`src/inc/clock_mode_params.svh`:
```
/*
 * Constants of the system clock and operating mode controller: register
 * offsets, field positions, reset values and stabilisation counts.
 * Assumes it is included by bare name from the design file.
 */
`ifndef CLOCK_MODE_PARAMS_SVH
`define CLOCK_MODE_PARAMS_SVH

// Register offsets on the plain register port
`define OFF_SYS_CLOCK_CONTROL 2'h0
`define OFF_CRYSTAL_CONTROL 2'h1
`define OFF_FAST_RC_CONTROL 2'h2

// System clock control field positions
`define SCC_SEL_MSB 7
`define SCC_SEL_LSB 5
`define SCC_HIGH_SRC 3
`define SCC_HIGH_KEEP 1
`define SCC_LOW_KEEP 0

// Oscillator control field positions
`define OSC_ENABLE_BIT 0
`define OSC_STABLE_BIT 1

// Reset values and the slow select code
`define SEL_RESET 3'h2
`define SEL_SLOW 3'h7
`define CRYSTAL_EN_RESET 1'h0
`define FAST_RC_EN_RESET 1'h1

// Counts in slow RC periods
`define CRYSTAL_STABLE_TICKS 8'h20
`define FAST_RC_STABLE_TICKS 8'h04
`define SLOW_RC_STABLE_TICKS 8'h02
`define MISSING_CLOCK_TICKS 8'h08

`endif

```
`src/inc/clock_mode_pkg.sv`:
```
/*
 * Types of the system clock and operating mode controller.
 * Assumes nothing beyond a SystemVerilog compiler.
 */
package clock_mode_pkg;

  // Operating modes
  typedef enum logic [2:0] {
    MODE_NORMAL = 3'b000,
    MODE_SLOW = 3'b001,
    MODE_SLEEP = 3'b010,
    MODE_IDLE_LOW_ONLY = 3'b011,
    MODE_IDLE_BOTH_CLOCKS = 3'b100,
    MODE_IDLE_HIGH_ONLY = 3'b101
  } op_mode_t;

  // Oscillator run requests to the analog cells
  typedef struct packed {
    logic crystal_oscillator;
    logic fast_rc_oscillator;
    logic slow_rc_oscillator;
  } osc_run_t;

  // Clocks handed to the CPU and peripherals
  typedef struct packed {
    logic sys_clk;
    logic high_clk;
    logic low_clk;
  } clk_out_t;

endpackage : clock_mode_pkg

```
`src/hdl/system_clock_mode_control.sv`:
```
/*
 * System clock source selection, divided system clock, operating mode
 * control on halt, oscillator stable flags and missing clock detection.
 * Assumes oscillator outputs arrive asynchronously on pins, halt, wake,
 * watchdog enable and frequency-change requests come from logic on clock.
 */
`include "clock_mode_params.svh"

module system_clock_mode_control
  import clock_mode_pkg::*;
(
  input wire logic clock,
  input wire logic nrst,
  input wire logic [1:0] reg_addr,
  input wire logic [7:0] reg_wdata,
  input wire logic reg_wr,
  input wire logic reg_rd,
  output logic [7:0] reg_rdata,
  input wire logic crystal_osc_in,
  input wire logic fast_rc_osc_in,
  input wire logic slow_rc_osc_in,
  input wire logic halt_req,
  input wire logic wake_req,
  input wire logic watchdog_enable,
  input wire logic fast_rc_freq_change,
  output osc_run_t osc_run,
  output clk_out_t clk_out,
  output logic cpu_run,
  output op_mode_t op_mode,
  output logic mcd_reset
);

  // Divided level for a select code; code 111 is handled by the caller
  function automatic logic div_level(input logic [2:0] code, input logic [5:0] cnt,
                                     input logic lvl);
    case (code)
      3'h0: div_level = lvl;
      3'h1: div_level = cnt[0];
      3'h2: div_level = cnt[1];
      3'h3: div_level = cnt[2];
      3'h4: div_level = cnt[3];
      3'h5: div_level = cnt[4];
      3'h6: div_level = cnt[5];
      default: div_level = 1'b0;
    endcase
  endfunction : div_level

  // Mode entered by a halt from the two keep bits
  function automatic op_mode_t halt_mode(input logic hkeep, input logic lkeep);
    if (hkeep && lkeep) begin
      halt_mode = MODE_IDLE_BOTH_CLOCKS;
    end else if (hkeep) begin
      halt_mode = MODE_IDLE_HIGH_ONLY;
    end else if (lkeep) begin
      halt_mode = MODE_IDLE_LOW_ONLY;
    end else begin
      halt_mode = MODE_SLEEP;
    end
  endfunction : halt_mode

  logic [2:0] sys_clk_select_reg;
  logic high_src_select_reg;
  logic high_osc_idle_keep_reg;
  logic low_osc_idle_keep_reg;
  logic crystal_osc_enable_reg;
  logic fast_rc_osc_enable_reg;
  logic crystal_stable_flag_reg;
  logic fast_rc_stable_flag_reg;
  logic slow_stable_reg;
  logic [2:0] osc_meta_reg;
  logic [2:0] osc_sync_reg;
  logic [2:0] osc_prev_reg;
  logic [5:0] div_cnt_reg;
  logic [2:0] applied_sel_reg;
  logic sys_gate_reg;
  logic [7:0] crystal_cnt_reg;
  logic [7:0] fast_rc_cnt_reg;
  logic [7:0] slow_cnt_reg;
  logic [7:0] mcd_cnt_reg;
  op_mode_t mode_reg;
  logic halted;
  logic crystal_run;
  logic fast_rc_run;
  logic slow_run;
  logic high_lvl;
  logic high_edge;
  logic low_lvl;
  logic slow_tick;
  logic cur_level;
  logic new_level;
  logic gate_next;
  logic crystal_set_write;

  // Pins pass two flip-flops; the second stage and a third, delayed copy for edge detection are looked at
  always_ff @(posedge clock or negedge nrst) begin
    if (!nrst) begin
      osc_meta_reg <= 3'h0;
      osc_sync_reg <= 3'h0;
      osc_prev_reg <= 3'h0;
    end else begin
      osc_meta_reg <= {crystal_osc_in, fast_rc_osc_in, slow_rc_osc_in};
      osc_sync_reg <= osc_meta_reg;
      osc_prev_reg <= osc_sync_reg;
    end
  end

  // Oscillator run requests per mode
  assign halted = (mode_reg != MODE_NORMAL) && (mode_reg != MODE_SLOW);
  assign crystal_run = crystal_osc_enable_reg &&
                       (mode_reg != MODE_SLEEP) && (mode_reg != MODE_IDLE_LOW_ONLY);
  assign fast_rc_run = fast_rc_osc_enable_reg &&
                       (mode_reg != MODE_SLEEP) && (mode_reg != MODE_IDLE_LOW_ONLY);
  assign slow_run = !halted || low_osc_idle_keep_reg || watchdog_enable;

  // High clock from the selected fast source, low clock from slow RC only
  assign high_lvl = high_src_select_reg ? (osc_sync_reg[2] && crystal_run)
                                        : (osc_sync_reg[1] && fast_rc_run);
  assign high_edge = high_src_select_reg ? (osc_sync_reg[2] && !osc_prev_reg[2] && crystal_run)
                                         : (osc_sync_reg[1] && !osc_prev_reg[1] && fast_rc_run);
  assign low_lvl = osc_sync_reg[0] && slow_run;
  assign slow_tick = osc_sync_reg[0] && !osc_prev_reg[0] && slow_run;

  // Mux levels of the applied and the requested selection
  assign cur_level = (applied_sel_reg == `SEL_SLOW) ? low_lvl
                   : div_level(applied_sel_reg, div_cnt_reg, high_lvl);
  assign new_level = (sys_clk_select_reg == `SEL_SLOW) ? low_lvl
                   : div_level(sys_clk_select_reg, div_cnt_reg, high_lvl);

  // System clock on or off per mode
  always_comb begin
    case (mode_reg)
      MODE_NORMAL: gate_next = 1'b1;
      MODE_SLOW: gate_next = 1'b1;
      MODE_SLEEP: gate_next = 1'b0;
      MODE_IDLE_LOW_ONLY: gate_next = (applied_sel_reg == `SEL_SLOW);
      MODE_IDLE_BOTH_CLOCKS: gate_next = 1'b1;
      MODE_IDLE_HIGH_ONLY: gate_next = (applied_sel_reg != `SEL_SLOW);
      default: gate_next = 1'b0;
    endcase
  end

  assign crystal_set_write = reg_wr && (reg_addr == `OFF_CRYSTAL_CONTROL) &&
                             reg_wdata[`OSC_ENABLE_BIT] && !crystal_osc_enable_reg;

  // Register writes
  always_ff @(posedge clock or negedge nrst) begin
    if (!nrst) begin
      sys_clk_select_reg <= `SEL_RESET;
      high_src_select_reg <= 1'b0;
      high_osc_idle_keep_reg <= 1'b0;
      low_osc_idle_keep_reg <= 1'b0;
      crystal_osc_enable_reg <= `CRYSTAL_EN_RESET;
      fast_rc_osc_enable_reg <= `FAST_RC_EN_RESET;
    end else if (reg_wr) begin
      if (reg_addr == `OFF_SYS_CLOCK_CONTROL) begin
        sys_clk_select_reg <= reg_wdata[`SCC_SEL_MSB:`SCC_SEL_LSB];
        high_src_select_reg <= reg_wdata[`SCC_HIGH_SRC];
        high_osc_idle_keep_reg <= reg_wdata[`SCC_HIGH_KEEP];
        low_osc_idle_keep_reg <= reg_wdata[`SCC_LOW_KEEP];
      end else if (reg_addr == `OFF_CRYSTAL_CONTROL) begin
        crystal_osc_enable_reg <= reg_wdata[`OSC_ENABLE_BIT];
      end else if (reg_addr == `OFF_FAST_RC_CONTROL) begin
        fast_rc_osc_enable_reg <= reg_wdata[`OSC_ENABLE_BIT];
      end
    end
  end

  // Register reads, data one cycle later; unmapped offset reads zero
  always_ff @(posedge clock or negedge nrst) begin
    if (!nrst) begin
      reg_rdata <= 8'h00;
    end else if (reg_rd) begin
      if (reg_addr == `OFF_SYS_CLOCK_CONTROL) begin
        reg_rdata <= {sys_clk_select_reg, 1'b0, high_src_select_reg, 1'b0,
                      high_osc_idle_keep_reg, low_osc_idle_keep_reg};
      end else if (reg_addr == `OFF_CRYSTAL_CONTROL) begin
        reg_rdata <= {6'h00, crystal_stable_flag_reg, crystal_osc_enable_reg};
      end else if (reg_addr == `OFF_FAST_RC_CONTROL) begin
        reg_rdata <= {6'h00, fast_rc_stable_flag_reg, fast_rc_osc_enable_reg};
      end else begin
        reg_rdata <= 8'h00;
      end
    end else begin
      reg_rdata <= 8'h00;
    end
  end

  // Operating mode: halt only from a running mode, wake back to run
  always_ff @(posedge clock or negedge nrst) begin
    if (!nrst) begin
      mode_reg <= MODE_NORMAL;
    end else if (!halted && halt_req) begin
      mode_reg <= halt_mode(high_osc_idle_keep_reg, low_osc_idle_keep_reg);
    end else if (!halted || wake_req) begin
      mode_reg <= (applied_sel_reg == `SEL_SLOW) ? MODE_SLOW : MODE_NORMAL;
    end
  end

  // High clock divider; free running so a new tap is always in phase
  always_ff @(posedge clock or negedge nrst) begin
    if (!nrst) begin
      div_cnt_reg <= 6'h00;
    end else if (high_edge) begin
      div_cnt_reg <= div_cnt_reg + 6'h01;
    end
  end

  // Glitch-free switch: both old and new clocks low, slow RC stable for 111
  always_ff @(posedge clock or negedge nrst) begin
    if (!nrst) begin
      applied_sel_reg <= `SEL_RESET;
    end else if ((sys_clk_select_reg != applied_sel_reg) && !cur_level && !new_level &&
                 ((sys_clk_select_reg != `SEL_SLOW) || slow_stable_reg)) begin
      applied_sel_reg <= sys_clk_select_reg;
    end
  end

  // Gate only moves while the clock is low, so no pulse is cut short
  always_ff @(posedge clock or negedge nrst) begin
    if (!nrst) begin
      sys_gate_reg <= 1'b1;
    end else if (!cur_level) begin
      sys_gate_reg <= gate_next;
    end
  end

  // Slow RC stability counted on its own edges since it was started
  always_ff @(posedge clock or negedge nrst) begin
    if (!nrst) begin
      slow_cnt_reg <= 8'h00;
      slow_stable_reg <= 1'b0;
    end else if (!slow_run) begin
      slow_cnt_reg <= 8'h00;
      slow_stable_reg <= 1'b0;
    end else if (slow_tick && !slow_stable_reg) begin
      slow_cnt_reg <= slow_cnt_reg + 8'h01;
      slow_stable_reg <= (slow_cnt_reg + 8'h01) >= `SLOW_RC_STABLE_TICKS;
    end
  end

  // Crystal stable flag; a fresh enable restarts the count
  always_ff @(posedge clock or negedge nrst) begin
    if (!nrst) begin
      crystal_cnt_reg <= 8'h00;
      crystal_stable_flag_reg <= 1'b0;
    end else if (crystal_set_write || !crystal_run) begin
      crystal_cnt_reg <= 8'h00;
      crystal_stable_flag_reg <= 1'b0;
    end else if (slow_tick && !crystal_stable_flag_reg) begin
      crystal_cnt_reg <= crystal_cnt_reg + 8'h01;
      crystal_stable_flag_reg <= (crystal_cnt_reg + 8'h01) >= `CRYSTAL_STABLE_TICKS;
    end
  end

  // Fast RC stable flag; a frequency change restarts the count
  always_ff @(posedge clock or negedge nrst) begin
    if (!nrst) begin
      fast_rc_cnt_reg <= 8'h00;
      fast_rc_stable_flag_reg <= 1'b0;
    end else if ((fast_rc_freq_change && fast_rc_osc_enable_reg) || !fast_rc_run) begin
      fast_rc_cnt_reg <= 8'h00;
      fast_rc_stable_flag_reg <= 1'b0;
    end else if (slow_tick && !fast_rc_stable_flag_reg) begin
      fast_rc_cnt_reg <= fast_rc_cnt_reg + 8'h01;
      fast_rc_stable_flag_reg <= (fast_rc_cnt_reg + 8'h01) >= `FAST_RC_STABLE_TICKS;
    end
  end

  // Missing clock detector on the selected high oscillator while it runs
  always_ff @(posedge clock or negedge nrst) begin
    if (!nrst) begin
      mcd_cnt_reg <= 8'h00;
      mcd_reset <= 1'b0;
    end else if (!(high_src_select_reg ? crystal_run : fast_rc_run) || high_edge) begin
      mcd_cnt_reg <= 8'h00;
      mcd_reset <= 1'b0;
    end else if (mcd_cnt_reg >= `MISSING_CLOCK_TICKS) begin
      mcd_cnt_reg <= 8'h00;
      mcd_reset <= 1'b1;
    end else begin
      mcd_cnt_reg <= slow_tick ? mcd_cnt_reg + 8'h01 : mcd_cnt_reg;
      mcd_reset <= 1'b0;
    end
  end

  // Registered outputs
  always_ff @(posedge clock or negedge nrst) begin
    if (!nrst) begin
      clk_out <= '0;
      osc_run <= '0;
      cpu_run <= 1'b0;
      op_mode <= MODE_NORMAL;
    end else begin
      clk_out.sys_clk <= cur_level && sys_gate_reg;
      clk_out.high_clk <= high_lvl;
      clk_out.low_clk <= low_lvl;
      osc_run.crystal_oscillator <= crystal_run;
      osc_run.fast_rc_oscillator <= fast_rc_run;
      osc_run.slow_rc_oscillator <= slow_run;
      cpu_run <= !halted;
      op_mode <= mode_reg;
    end
  end
endmodule : system_clock_mode_control

```
`config.mk`:
```
export PLATFORM = sky130hd
export DESIGN_NAME = system_clock_mode_control
export DESIGN_NICKNAME = d
export VERILOG_FILES = /design/src/inc/clock_mode_pkg.sv /design/src/hdl/system_clock_mode_control.sv
export VERILOG_INCLUDE_DIRS = /design/src /design/src/inc
export SDC_FILE = /design/constraint.sdc
export NUM_CORES = 1
export LEC_CHECK = 0
export ABC_CLOCK_PERIOD_IN_PS = 2500
export BUFFER_PORTS_ARGS = -buffer_cell sky130_fd_sc_hd__buf_2
export CORE_MARGIN = 10
export CORE_UTILIZATION = 50
export CTS_CLUSTER_SIZE = 40
export DETAILED_ROUTE_END_ITERATION = 10
export PLACE_DENSITY = 0.68
export SYNTH_ARGS = -nofsm -noshare
export SYNTH_HDL_FRONTEND = slang
export SYNTH_SLANG_ARGS = --single-unit
export TNS_END_PERCENT = 20
```
`constraint.sdc`:
```
create_clock -name clock -period 2.5 [get_ports clock]
set_input_delay 0.5 -clock clock [delete_from_list [all_inputs] [get_ports clock]]
set_output_delay 0.5 -clock clock [all_outputs]
set_load 0.05 [all_outputs]
```
==> run_results.csv, run 1 <==
group,metric,value,unit
global_route,grt_max_degree,83,
clock_network,cts-resized-gates,0,
worst_setup_path,endpoint_kind,"flop",
yosys,synth-compound-area-share,6.76,%
yosys,synthFlopType,"dfrtp_1",
power,ir_drop,358,uV
clock_network,h-tree-depth,3,
run_status,status,"finished clean",
timing,setup_viol,0,
yosys,synth_area,3760,sq um
worst_setup_path,crit_fanout,5,
clock_network,holdBufCountCts,0,
floorplan,ioPinCount,40,
route,via_per_inst,5.17,
yosys,synth_cell_types,45,
global_route,grt_pass1_vias,2546,
final_layout,final_area,4300,sq um
placement,dpl.cell_count,474,
yosys,postSynthAreaPerCell,10.9,sq um
floorplan,die_x,107,um
timing,relSlewSlack,61.5,%
clock_network,clock-sinks,82,
worst_setup_path,startpoint_type,"flop",
floorplan,fp.coreArea,7290,sq um
clock_network,numCtsBuffers,9,
route,antenna_left,0,
placement,postPlaceCellArea,4060,sq um
worst_setup_path,critPathTopFamily,"simple AND/OR/NAND/NOR gates",
timing,timing.final.crit_period,2.05,ns
floorplan,dieArea,11400,sq um
timing,post-route-period-util,82.1,%
route,wirelength,7220,um
placement,dp_hpwl,5010,um
global_route,grt_pass1_wl,12500,um
route,drt-initial-drc-count,151,
timing,fin_tns_setup,0,ns
clock_network,clock-root-buffer,"clkbuf_8",
final_layout,num-nets-final,417,
worst_hold_path,min-delay-path-class,"in2async",
route,dr.pass1.iters,4,
yosys,synthMuxAreaShare,6.29,%
floorplan,initial_utilization,51.6,%
worst_setup_path,arrival,2.29,ns
clock_network,clock_path_buffers,2,
route,drc,0,
global_route,track_usage,13.4,%
timing,slew_violations,0,
final_layout,area_growth,14.3,%
yosys,synth_cells,344,
floorplan,num_rows,31,
yosys,synth_top_family_by_area,"simple AND/OR/NAND/NOR gates",
worst_setup_path,critPathMaxStageDelay,0.42,ns
yosys,yosys.area_share.simple,18.2,%
yosys,yosysSeqAreaShare,54.7,%
yosys,synth_top_cell_by_area,"dfrtp_1",
final_layout,stdcell_count,490,
clock_network,path_clk_slew,0.09,ns
route,vias,2531,
global_route,gr-total-overflow,0,
power,cellInternalPower,2.63,mW
power,p_sw,1.38,mW
route,routedWlPerCell,14.7,um
power,power_switching_share,34.4,%
yosys,ys_async_sr_fraction,100,%
final_layout,antennaDiodeCount,0,
yosys,synth_edf_count,0,
worst_setup_path,path_cells,"nand2b_1 > nand3_1 > and2_1 > or4_1 > o2111ai_2 > mux2_1",
clock_network,cts_tree,"yes",
timing,worst_pin_slew,0.574,ns
worst_setup_path,critPathSlowestCell,"dfrtp_1",
timing,rsz0062_at_grt,"false",
power,p_leak,2.00,nW
floorplan,die_h,107,um
yosys,synthDominantCellAreaShare,51.9,%
clock_network,clock_latency,0.35,ns
power,p_clk_share,28.6,%
placement,io_buffers,35,
clock_network,post-cts-setup-buffers,0,
yosys,synth-xor-area-share,7.92,%
worst_setup_path,critPathBufInv,0,
yosys,synth_area_leaders,"dfrtp_1 52%, xor2_1 6.1%, nor2_1 3.7%, ha_1 3.3%, mux2_2 3.0%",
global_route,antenna_found_initial,0,
timing,skew,0.0115,ns
yosys,synthAdderAreaFrac,3.33,%
final_layout,layout-drive-gt1-share,19.2,%
yosys,synth-seq-cells,82,
power,powerDensity,933,nW/um^2
worst_setup_path,worst_ep_required_time,2.74,ns
timing,max_freq,487,MHz
yosys,ys_warn_count,0,
worst_setup_path,worstSetupPathType,"reg2reg",
power,pwr-share-seq,45.4,%
timing,hold_viol,0,
placement,place_congestion,0.759,
power,combinationalPowerShare,26.0,%
job,drv_cap,0,
power by group through the flow:
stage          clock network (mW)  logic [mW]  registers [mW]
4_1_cts                      1.17        1.06            1.82
6_report                     1.15        1.04            1.82
5_1_grt                      1.24        1.15            1.86
3_3_place_gp                    0        1.02            1.83
3_5_place_dp                    0        1.05            1.84
2_1_floorplan                   0       0.668            1.93
final cells by class:
type / instances / area [sq um]
Tap cell: 99 / 124
Fill cell: 649 / 2990
Timing Repair Buffer: 38 / 213
Clock buffer: 9 / 124
Multi-Input combinational cell: 243 / 1620
Sequential cell: 82 / 2060
Clock inverter: 7 / 116
Inverter: 12 / 45.0
layer usage:
| layer | routed length (um) | up-vias | GRT usage, % | part of all wire, % |
|---|---|---|---|---|
| li1 | - | 1258 | - | - |
| met1 | 3450 | 1229 | 17.4 | 48 |
| met2 | 3420 | 37 | 20.6 | 47 |
| met3 | 279 | 7 | 4.19 | 3.9 |
| met4 | 74 | 0 | 4.45 | 1.0 |
| met5 | 0 | - | 0 | 0 |
logic make-up (layout without fill, tap and decap cells):
| kind of cell | after synthesis | in the layout |
|---|---|---|
| compound gates | 40 | 40 |
| xor+xnor | 34 | 34 |
| fa+ha+maj | 10 | 10 |
| buf+inv | 24 | 66 |
| flops | 82 | 82 |
| mux | 22 | 22 |
| other cells | 1 | 6 |
| simple gates | 131 | 131 |
Yosys cell counts, types with 8 or more instances:
library cell  count
ha_1             10
xnor2_1           8
nand2_1          26
nand4_1          15
a21oi_1           9
mux2_2           10
o21ai_0          13
inv_1            11
nor2_1           37
nand3_1           9
xor2_1           26
dfrtp_1          78
mux2i_1           9
through the flow:
stage	hold slack, ns	setup slack [ns]	util (%)	power, mW
after floorplan	0.204	0.603	-	2.60
after global placement	0.334	0.501	55.7	2.85
after detailed placement	0.336	0.467	55.7	2.89
after CTS	0.185	0.448	59.0	4.05
after global routing	0.187	0.278	59.0	4.25
final	0.139	0.446	59.0	4.01
cells in the final DEF (no fill, tap or decap), drive strengths merged, types with 9 or more instances in the layout:
cell type	instances
a21oi	9
buf	38
clkbuf	9
dfrtp	78
ha	10
inv	13
mux2	13
mux2i	9
nand2	26
nand3	9
nand4	15
nor2	38
o21ai	13
xor2	26
worst paths after layout:
kind	from	to	slack, ns	cells after the start
worst max-delay path	mode_reg[2]	applied_sel_reg[2]	0.45	6
worst min-delay path	nrst	slow_cnt_reg[4]	0.14	2
worst max register to register	mode_reg[2]	applied_sel_reg[2]	0.45	6
worst min register to register	osc_meta_reg[2]	osc_sync_reg[2]	0.35	0
max in group asynchronous	nrst	fast_rc_osc_enable_reg	1.96	2
min in group clock	slow_rc_osc_in	osc_meta_reg[0]	0.25	1
Note: power is estimated with default switching activity, not from simulation.
==> inputs of run 2 (changes only) <==
--- a/config.mk
+++ b/config.mk
@@ -6,13 +6,13 @@
 export SDC_FILE = /design/constraint.sdc
 export NUM_CORES = 1
 export LEC_CHECK = 0
-export ABC_CLOCK_PERIOD_IN_PS = 2500
+export ABC_CLOCK_PERIOD_IN_PS = 1800
 export BUFFER_PORTS_ARGS = -buffer_cell sky130_fd_sc_hd__buf_2
 export CORE_MARGIN = 10
 export CORE_UTILIZATION = 50
 export CTS_CLUSTER_SIZE = 40
 export DETAILED_ROUTE_END_ITERATION = 10
-export PLACE_DENSITY = 0.68
+export PLACE_DENSITY = 0.7
 export SYNTH_ARGS = -nofsm -noshare
 export SYNTH_HDL_FRONTEND = slang
 export SYNTH_SLANG_ARGS = --single-unit
==> constraint.sdc (replaced) <==
create_clock -name clock -period 1.8 [get_ports clock]
set_input_delay 0.36 -clock clock [delete_from_list [all_inputs] [get_ports clock]]
set_output_delay 0.36 -clock clock [all_outputs]
set_load 0.05 [all_outputs]
==> run 2 against run 1 <==
  * The flow now finishes with violations (negative setup slack)
  * Clock skew barely moved
  * Sequential share of layout area fell by 2.4 points
  * Clock-buffer cell count rose by 5
  * Non-clock buffer count rose by 25
  * Utilization rose by 3.1 points
  * Power rose by 43%
  * Critical path type unchanged
  * Largest cell class unchanged
  * Largest power group unchanged
==> run_results.csv, run 2 (synthesis gave the netlist of run 1 again) <==
group,metric,value,unit
timing,post-route-period-util,107,%
power,p_clk_share,23.1,%
route,vias,2658,
timing,setup_viol,3,
timing,fin_tns_setup,-0.342,ns
route,via_per_inst,5.15,
global_route,grt_pass1_wl,12700,um
worst_setup_path,path_cells,"nor2b_4 > nand3_2 > and2_4 > or4_4 > o2111ai_4 > mux2_4",
worst_setup_path,worstSetupPathType,"reg2reg",
timing,max_freq,521,MHz
timing,worst_slack,-0.118,ns
power,combinationalPowerShare,34.0,%
route,drc,0,
final_layout,layout_commonest_cell,"dfrtp_1",
worst_setup_path,endpoint_kind,"flop",
worst_setup_path,critPathMaxStageDelay,0.53,ns
route,antenna_left,0,
power,power,5.74,mW
worst_setup_path,critPathTopFamily,"simple AND/OR/NAND/NOR gates",
worst_setup_path,crit_fanout,3,
placement,post-place-ws,-0.116,ns
global_route,track_usage,13.6,%
route,drt-initial-drc-count,112,
worst_hold_path,hold_path.startpoint,"fast_rc_osc_in",
final_layout,num-nets-final,442,
route,dr.pass1.iters,4,
power,p_leak,2.13,nW
clock_network,clock_latency,0.34,ns
worst_setup_path,crit_start,"fast_rc_osc_enable_reg",
timing,skew,0.0113,ns
final_layout,post-route-util,62.0,%
timing,rsz0062_at_grt,"true",
power,p_sw,1.95,mW
worst_setup_path,worst_ep_required_time,2.03,ns
clock_network,clock_path_buffers,2,
placement,dpl.cell_count,496,
timing,hold_viol,0,
placement,io_buffers,35,
run_status,violations,"negative setup slack",
placement,place_congestion,0.802,
global_route,grt_max_degree,34,
power,power_switching_share,34.0,%
worst_setup_path,r2r_start,"fast_rc_osc_enable_reg",
power,ir_drop,632,uV
timing,timing.final.crit_period,1.92,ns
floorplan,ioPinCount,40,
global_route,grt_pass1_vias,2724,
route,routedWlPerCell,14.3,um
clock_network,numCtsBuffers,9,
run_status,status,"finished, violations left",
floorplan,num_rows,31,
timing,whs,0.124,ns
clock_network,cts_tree,"yes",
global_route,antenna_found_initial,1,
final_layout,area_growth,20.3,%
clock_network,clock-sinks,82,
worst_hold_path,min-delay-path-class,"in2reg",
power,pwr-share-seq,42.9,%
final_layout,final_area,4520,sq um
clock_network,h-tree-depth,3,
power,cellInternalPower,3.78,mW
worst_setup_path,critPathBufInv,0,
final_layout,stdcell_count,516,
worst_setup_path,critPathSlowestCell,"dfstp_2",
route,wirelength,7390,um
floorplan,fp.coreArea,7290,sq um
global_route,gr-total-overflow,0,
placement,dp_hpwl,5460,um
floorplan,initial_utilization,51.6,%
placement,postPlaceCellArea,4230,sq um
power,powerDensity,1270,nW/um^2
final_layout,final_cell_mix,"78 x dfrtp_1, 37 x nor2_1, 34 x buf_2",
job,drv_cap,0,
floorplan,die_h,107,um
clock_network,path_clk_slew,0.07,ns
clock_network,clock-root-buffer,"clkbuf_8",
floorplan,dieArea,11400,sq um
worst_setup_path,startpoint_type,"flop",
timing,slew_violations,0,
worst_setup_path,arrival,2.14,ns
floorplan,die_x,107,um
final_layout,layout-drive-gt1-share,25.7,%
## run 2: layer usage
metal | up-vias | wire length (um) | global-route usage (%)
met3 | 7 | 342 | 4.07
met2 | 47 | 3540 | 21.3
met5 | - | 0 | 0
li1 | 1308 | - | -
met4 | 0 | 93 | 4.93
met1 | 1296 | 3410 | 17.3
## run 2: final timing paths
check	endpoint	slack [ns]	depth (start not counted)
min in group asynchronous	slow_cnt_reg[5]	0.43	2
worst min register to register	osc_sync_reg[1]	0.35	0
max in group asynchronous	fast_rc_osc_enable_reg	0.80	3
worst max register to register	applied_sel_reg[0]	-0.12	6
worst min-delay path	osc_meta_reg[1]	0.12	1
worst max-delay path	applied_sel_reg[0]	-0.12	6
## run 2: cell type report
cell class | count | area (sq um)
inverters | 12 | 45.0
diodes | 1 | 2.50
well taps | 99 | 124
fillers | 619 | 2770
clock inverters | 2 | 35.0
clock buffers | 14 | 163
multi-input cells | 243 | 1690
flip-flops and latches | 82 | 2060
repair buffers | 63 | 407
## run 2: power groups by stage
stage / registers [mW] / logic, mW / clock network, mW
CTS: 2.46 / 1.90 / 1.36
global route: 2.51 / 2.14 / 1.43
floorplan: 2.69 / 0.943 / 0
detailed placement: 2.49 / 1.75 / 0
global placement: 2.47 / 1.71 / 0
finish: 2.46 / 1.95 / 1.32
## run 2: worst reg2reg max path: cells and delay by family, from the launching register on
| kind | cells | cell delay, ns |
|---|---|---|
| and+or+nand+nor | 4 | 0.81 |
| muxes | 1 | 0.32 |
| AOI/OAI and AO/OA | 1 | 0.15 |
| DFF | 1 | 0.53 |
## run 2: what timing repair did
| item | 4_1_cts | 5_1_grt |
|---|---|---|
| pin swaps | 3 | 4 |
| endpoints found under the hold margin | 19 | 0 |
| gates resized for setup | 8 | 7 |
| endpoints found under the setup margin | 6 | 20 |
| hold buffers | 1 | 0 |
| setup buffers | 1 | 1 |
==> inputs of run 3 (changes only) <==
--- a/config.mk
+++ b/config.mk
@@ -9,10 +9,10 @@
 export ABC_CLOCK_PERIOD_IN_PS = 1800
 export BUFFER_PORTS_ARGS = -buffer_cell sky130_fd_sc_hd__buf_2
 export CORE_MARGIN = 10
-export CORE_UTILIZATION = 50
+export CORE_UTILIZATION = 40
 export CTS_CLUSTER_SIZE = 40
 export DETAILED_ROUTE_END_ITERATION = 10
-export PLACE_DENSITY = 0.7
+export PLACE_DENSITY = 0.58
 export SYNTH_ARGS = -nofsm -noshare
 export SYNTH_HDL_FRONTEND = slang
 export SYNTH_SLANG_ARGS = --single-unit
==> run 3 against run 2 <==
  * The flow still finishes with violations (negative setup slack)
  * Register-to-register slack improved by 0.02 ns
  * Final area grew 0.19%
  * Combinational power rose by 2%
  * Via count increased by 0.53%
  * Critical endpoint unchanged
  * Largest cell class unchanged
==> run_results.csv, run 3 (synthesis gave the netlist of run 1 again) <==
group,metric,value,unit
run_status,status,"finished, violations left",
run_status,violations,"negative setup slack",
final_layout,post-route-util,49.3,%
route,routedWlPerCell,14.5,um
clock_network,clock-root-buffer,"clkbuf_8",
worst_setup_path,arrival,2.12,ns
job,drv_cap,0,
global_route,track_usage,11.9,%
placement,dp_hpwl,5470,um
timing,hold_viol,0,
clock_network,numCtsBuffers,9,
power,ir_drop,611,uV
floorplan,ioPinCount,40,
route,drt-initial-drc-count,93,
final_layout,stdcell_count,528,
final_layout,antennaDiodeCount,0,
worst_setup_path,critPathSlowestCell,"dfstp_2",
timing,fin_tns_setup,-0.266,ns
worst_setup_path,worstSetupPathType,"reg2reg",
route,via_per_inst,5.06,
timing,post-route-period-util,105,%
final_layout,final_cell_mix,"77 x dfrtp_1, 37 x nor2_1, 34 x buf_2",
clock_network,clock_path_buffers,2,
final_layout,num-nets-final,443,
floorplan,dieArea,13700,sq um
worst_setup_path,critPathMaxStageDelay,0.54,ns
clock_network,clock-sinks,82,
floorplan,die_x,117,um
floorplan,fp.coreArea,9200,sq um
global_route,grt_max_degree,83,
timing,skew,0.00717,ns
timing,timing.final.crit_period,1.89,ns
power,p_leak,2.13,nW
global_route,antenna_found_initial,0,
clock_network,path_clk_slew,0.08,ns
final_layout,layout-drive-gt1-share,26.6,%
worst_setup_path,endpoint_kind,"flop",
route,antenna_left,0,
worst_setup_path,path_cells,"nor2b_4 > nand3_2 > and2_4 > or4_4 > o2111ai_4 > mux2_4",
clock_network,holdBufCountCts,0,
timing,rsz0062_at_grt,"true",
route,dr.pass1.iters,4,
timing,slew_violations,0,
global_route,grt_pass1_wl,12900,um
worst_hold_path,min-delay-path-class,"in2async",
placement,dpl.cell_count,510,
floorplan,num_rows,35,
floorplan,die_h,117,um
worst_setup_path,crit_fanout,3,
global_route,gr-total-overflow,0,
final_layout,fillers,878,
final_layout,final_area,4530,sq um
route,wirelength,7630,um
clock_network,clock_latency,0.34,ns
floorplan,initial_utilization,40.9,%
route,drc,0,
route,vias,2672,
worst_setup_path,worst_ep_required_time,2.03,ns
timing,worst_slack,-0.0938,ns
final_layout,area_growth,20.5,%
timing,max_freq,528,MHz
power,power,5.62,mW
clock_network,cts_tree,"yes",
global_route,grt_pass1_vias,2627,
placement,io_buffers,35,
placement,place_congestion,0.811,
power,powerDensity,1240,nW/um^2
worst_setup_path,startpoint_type,"flop",
timing,setup_viol,3,
final_layout,layout_commonest_cell,"dfrtp_1",
placement,postPlaceCellArea,4260,sq um
clock_network,h-tree-depth,3,
-- run 3: final cells by class --
cell class	instances	area [sq um]	area share, %
timing repair buffer	64	415	9.17
sequential	82	2060	45.4
tap	111	139	3.07
inverter	12	45.0	0.994
clock inverter	3	15.0	0.331
multi-input combinational	243	1700	37.5
clock buffer	13	159	3.51
-- run 3: final timing paths --
kind                                        start                    end  slack (ns)  depth (start not counted)
setup / recovery           fast_rc_osc_enable_reg     applied_sel_reg[0]       -0.09                          6
hold / removal                               nrst        slow_cnt_reg[2]        0.04                          2
setup reg to reg           fast_rc_osc_enable_reg     applied_sel_reg[0]       -0.09                          6
hold reg to reg                   osc_meta_reg[2]        osc_sync_reg[2]        0.35                          0
max in group asynchronous                    nrst  sys_clk_select_reg[1]        1.40                          2
min in group clock                 fast_rc_osc_in        osc_meta_reg[1]        0.12                          1
-- run 3: through the flow --
stage | setup slack [ns] | hold WS [ns]
after floorplan | -0.0541 | 0.0644
after global placement | -0.0872 | 0.334
after detailed placement | -0.137 | 0.335
after CTS | -0.0890 | 0.0547
after global routing | -0.157 | 0.0455
final | -0.0938 | 0.0388
-- run 3: report_power, final --
part | internal (mW) | switching (mW)
clock network | 0.571 | 0.604
registers | 2.17 | 0.286
logic | 0.912 | 1.08
-- run 3: what timing repair did --
| action | 4_1_cts | 5_1_grt |
|---|---|---|
| resized for setup | 8 | 9 |
| pin swaps | 2 | 4 |
| setup buffers | 2 | 0 |
| hold endpoints to repair | 0 | 0 |
| gates cloned | 0 | 0 |
| setup endpoints to repair | 10 | 21 |
-- run 3: worst max-delay path, delay by kind of cell, from the launching register on --
kind / cells / cell delay, ns
mux: 1 / 0.33
compound gates: 1 / 0.14
flops: 1 / 0.54
simple gates: 4 / 0.78
-- run 3: metal layers --
metal  part of all wire (%)  routed length [um]  vias to the layer above  GRT usage (%)
met5                      0                   0                        -              0
met4                   0.94                  72                        0           3.46
met3                    3.8                 291                        6           3.26
met2                     47                3610                       43           18.7
met1                     48                3660                     1302           15.6
li1                       -                   -                     1321              -
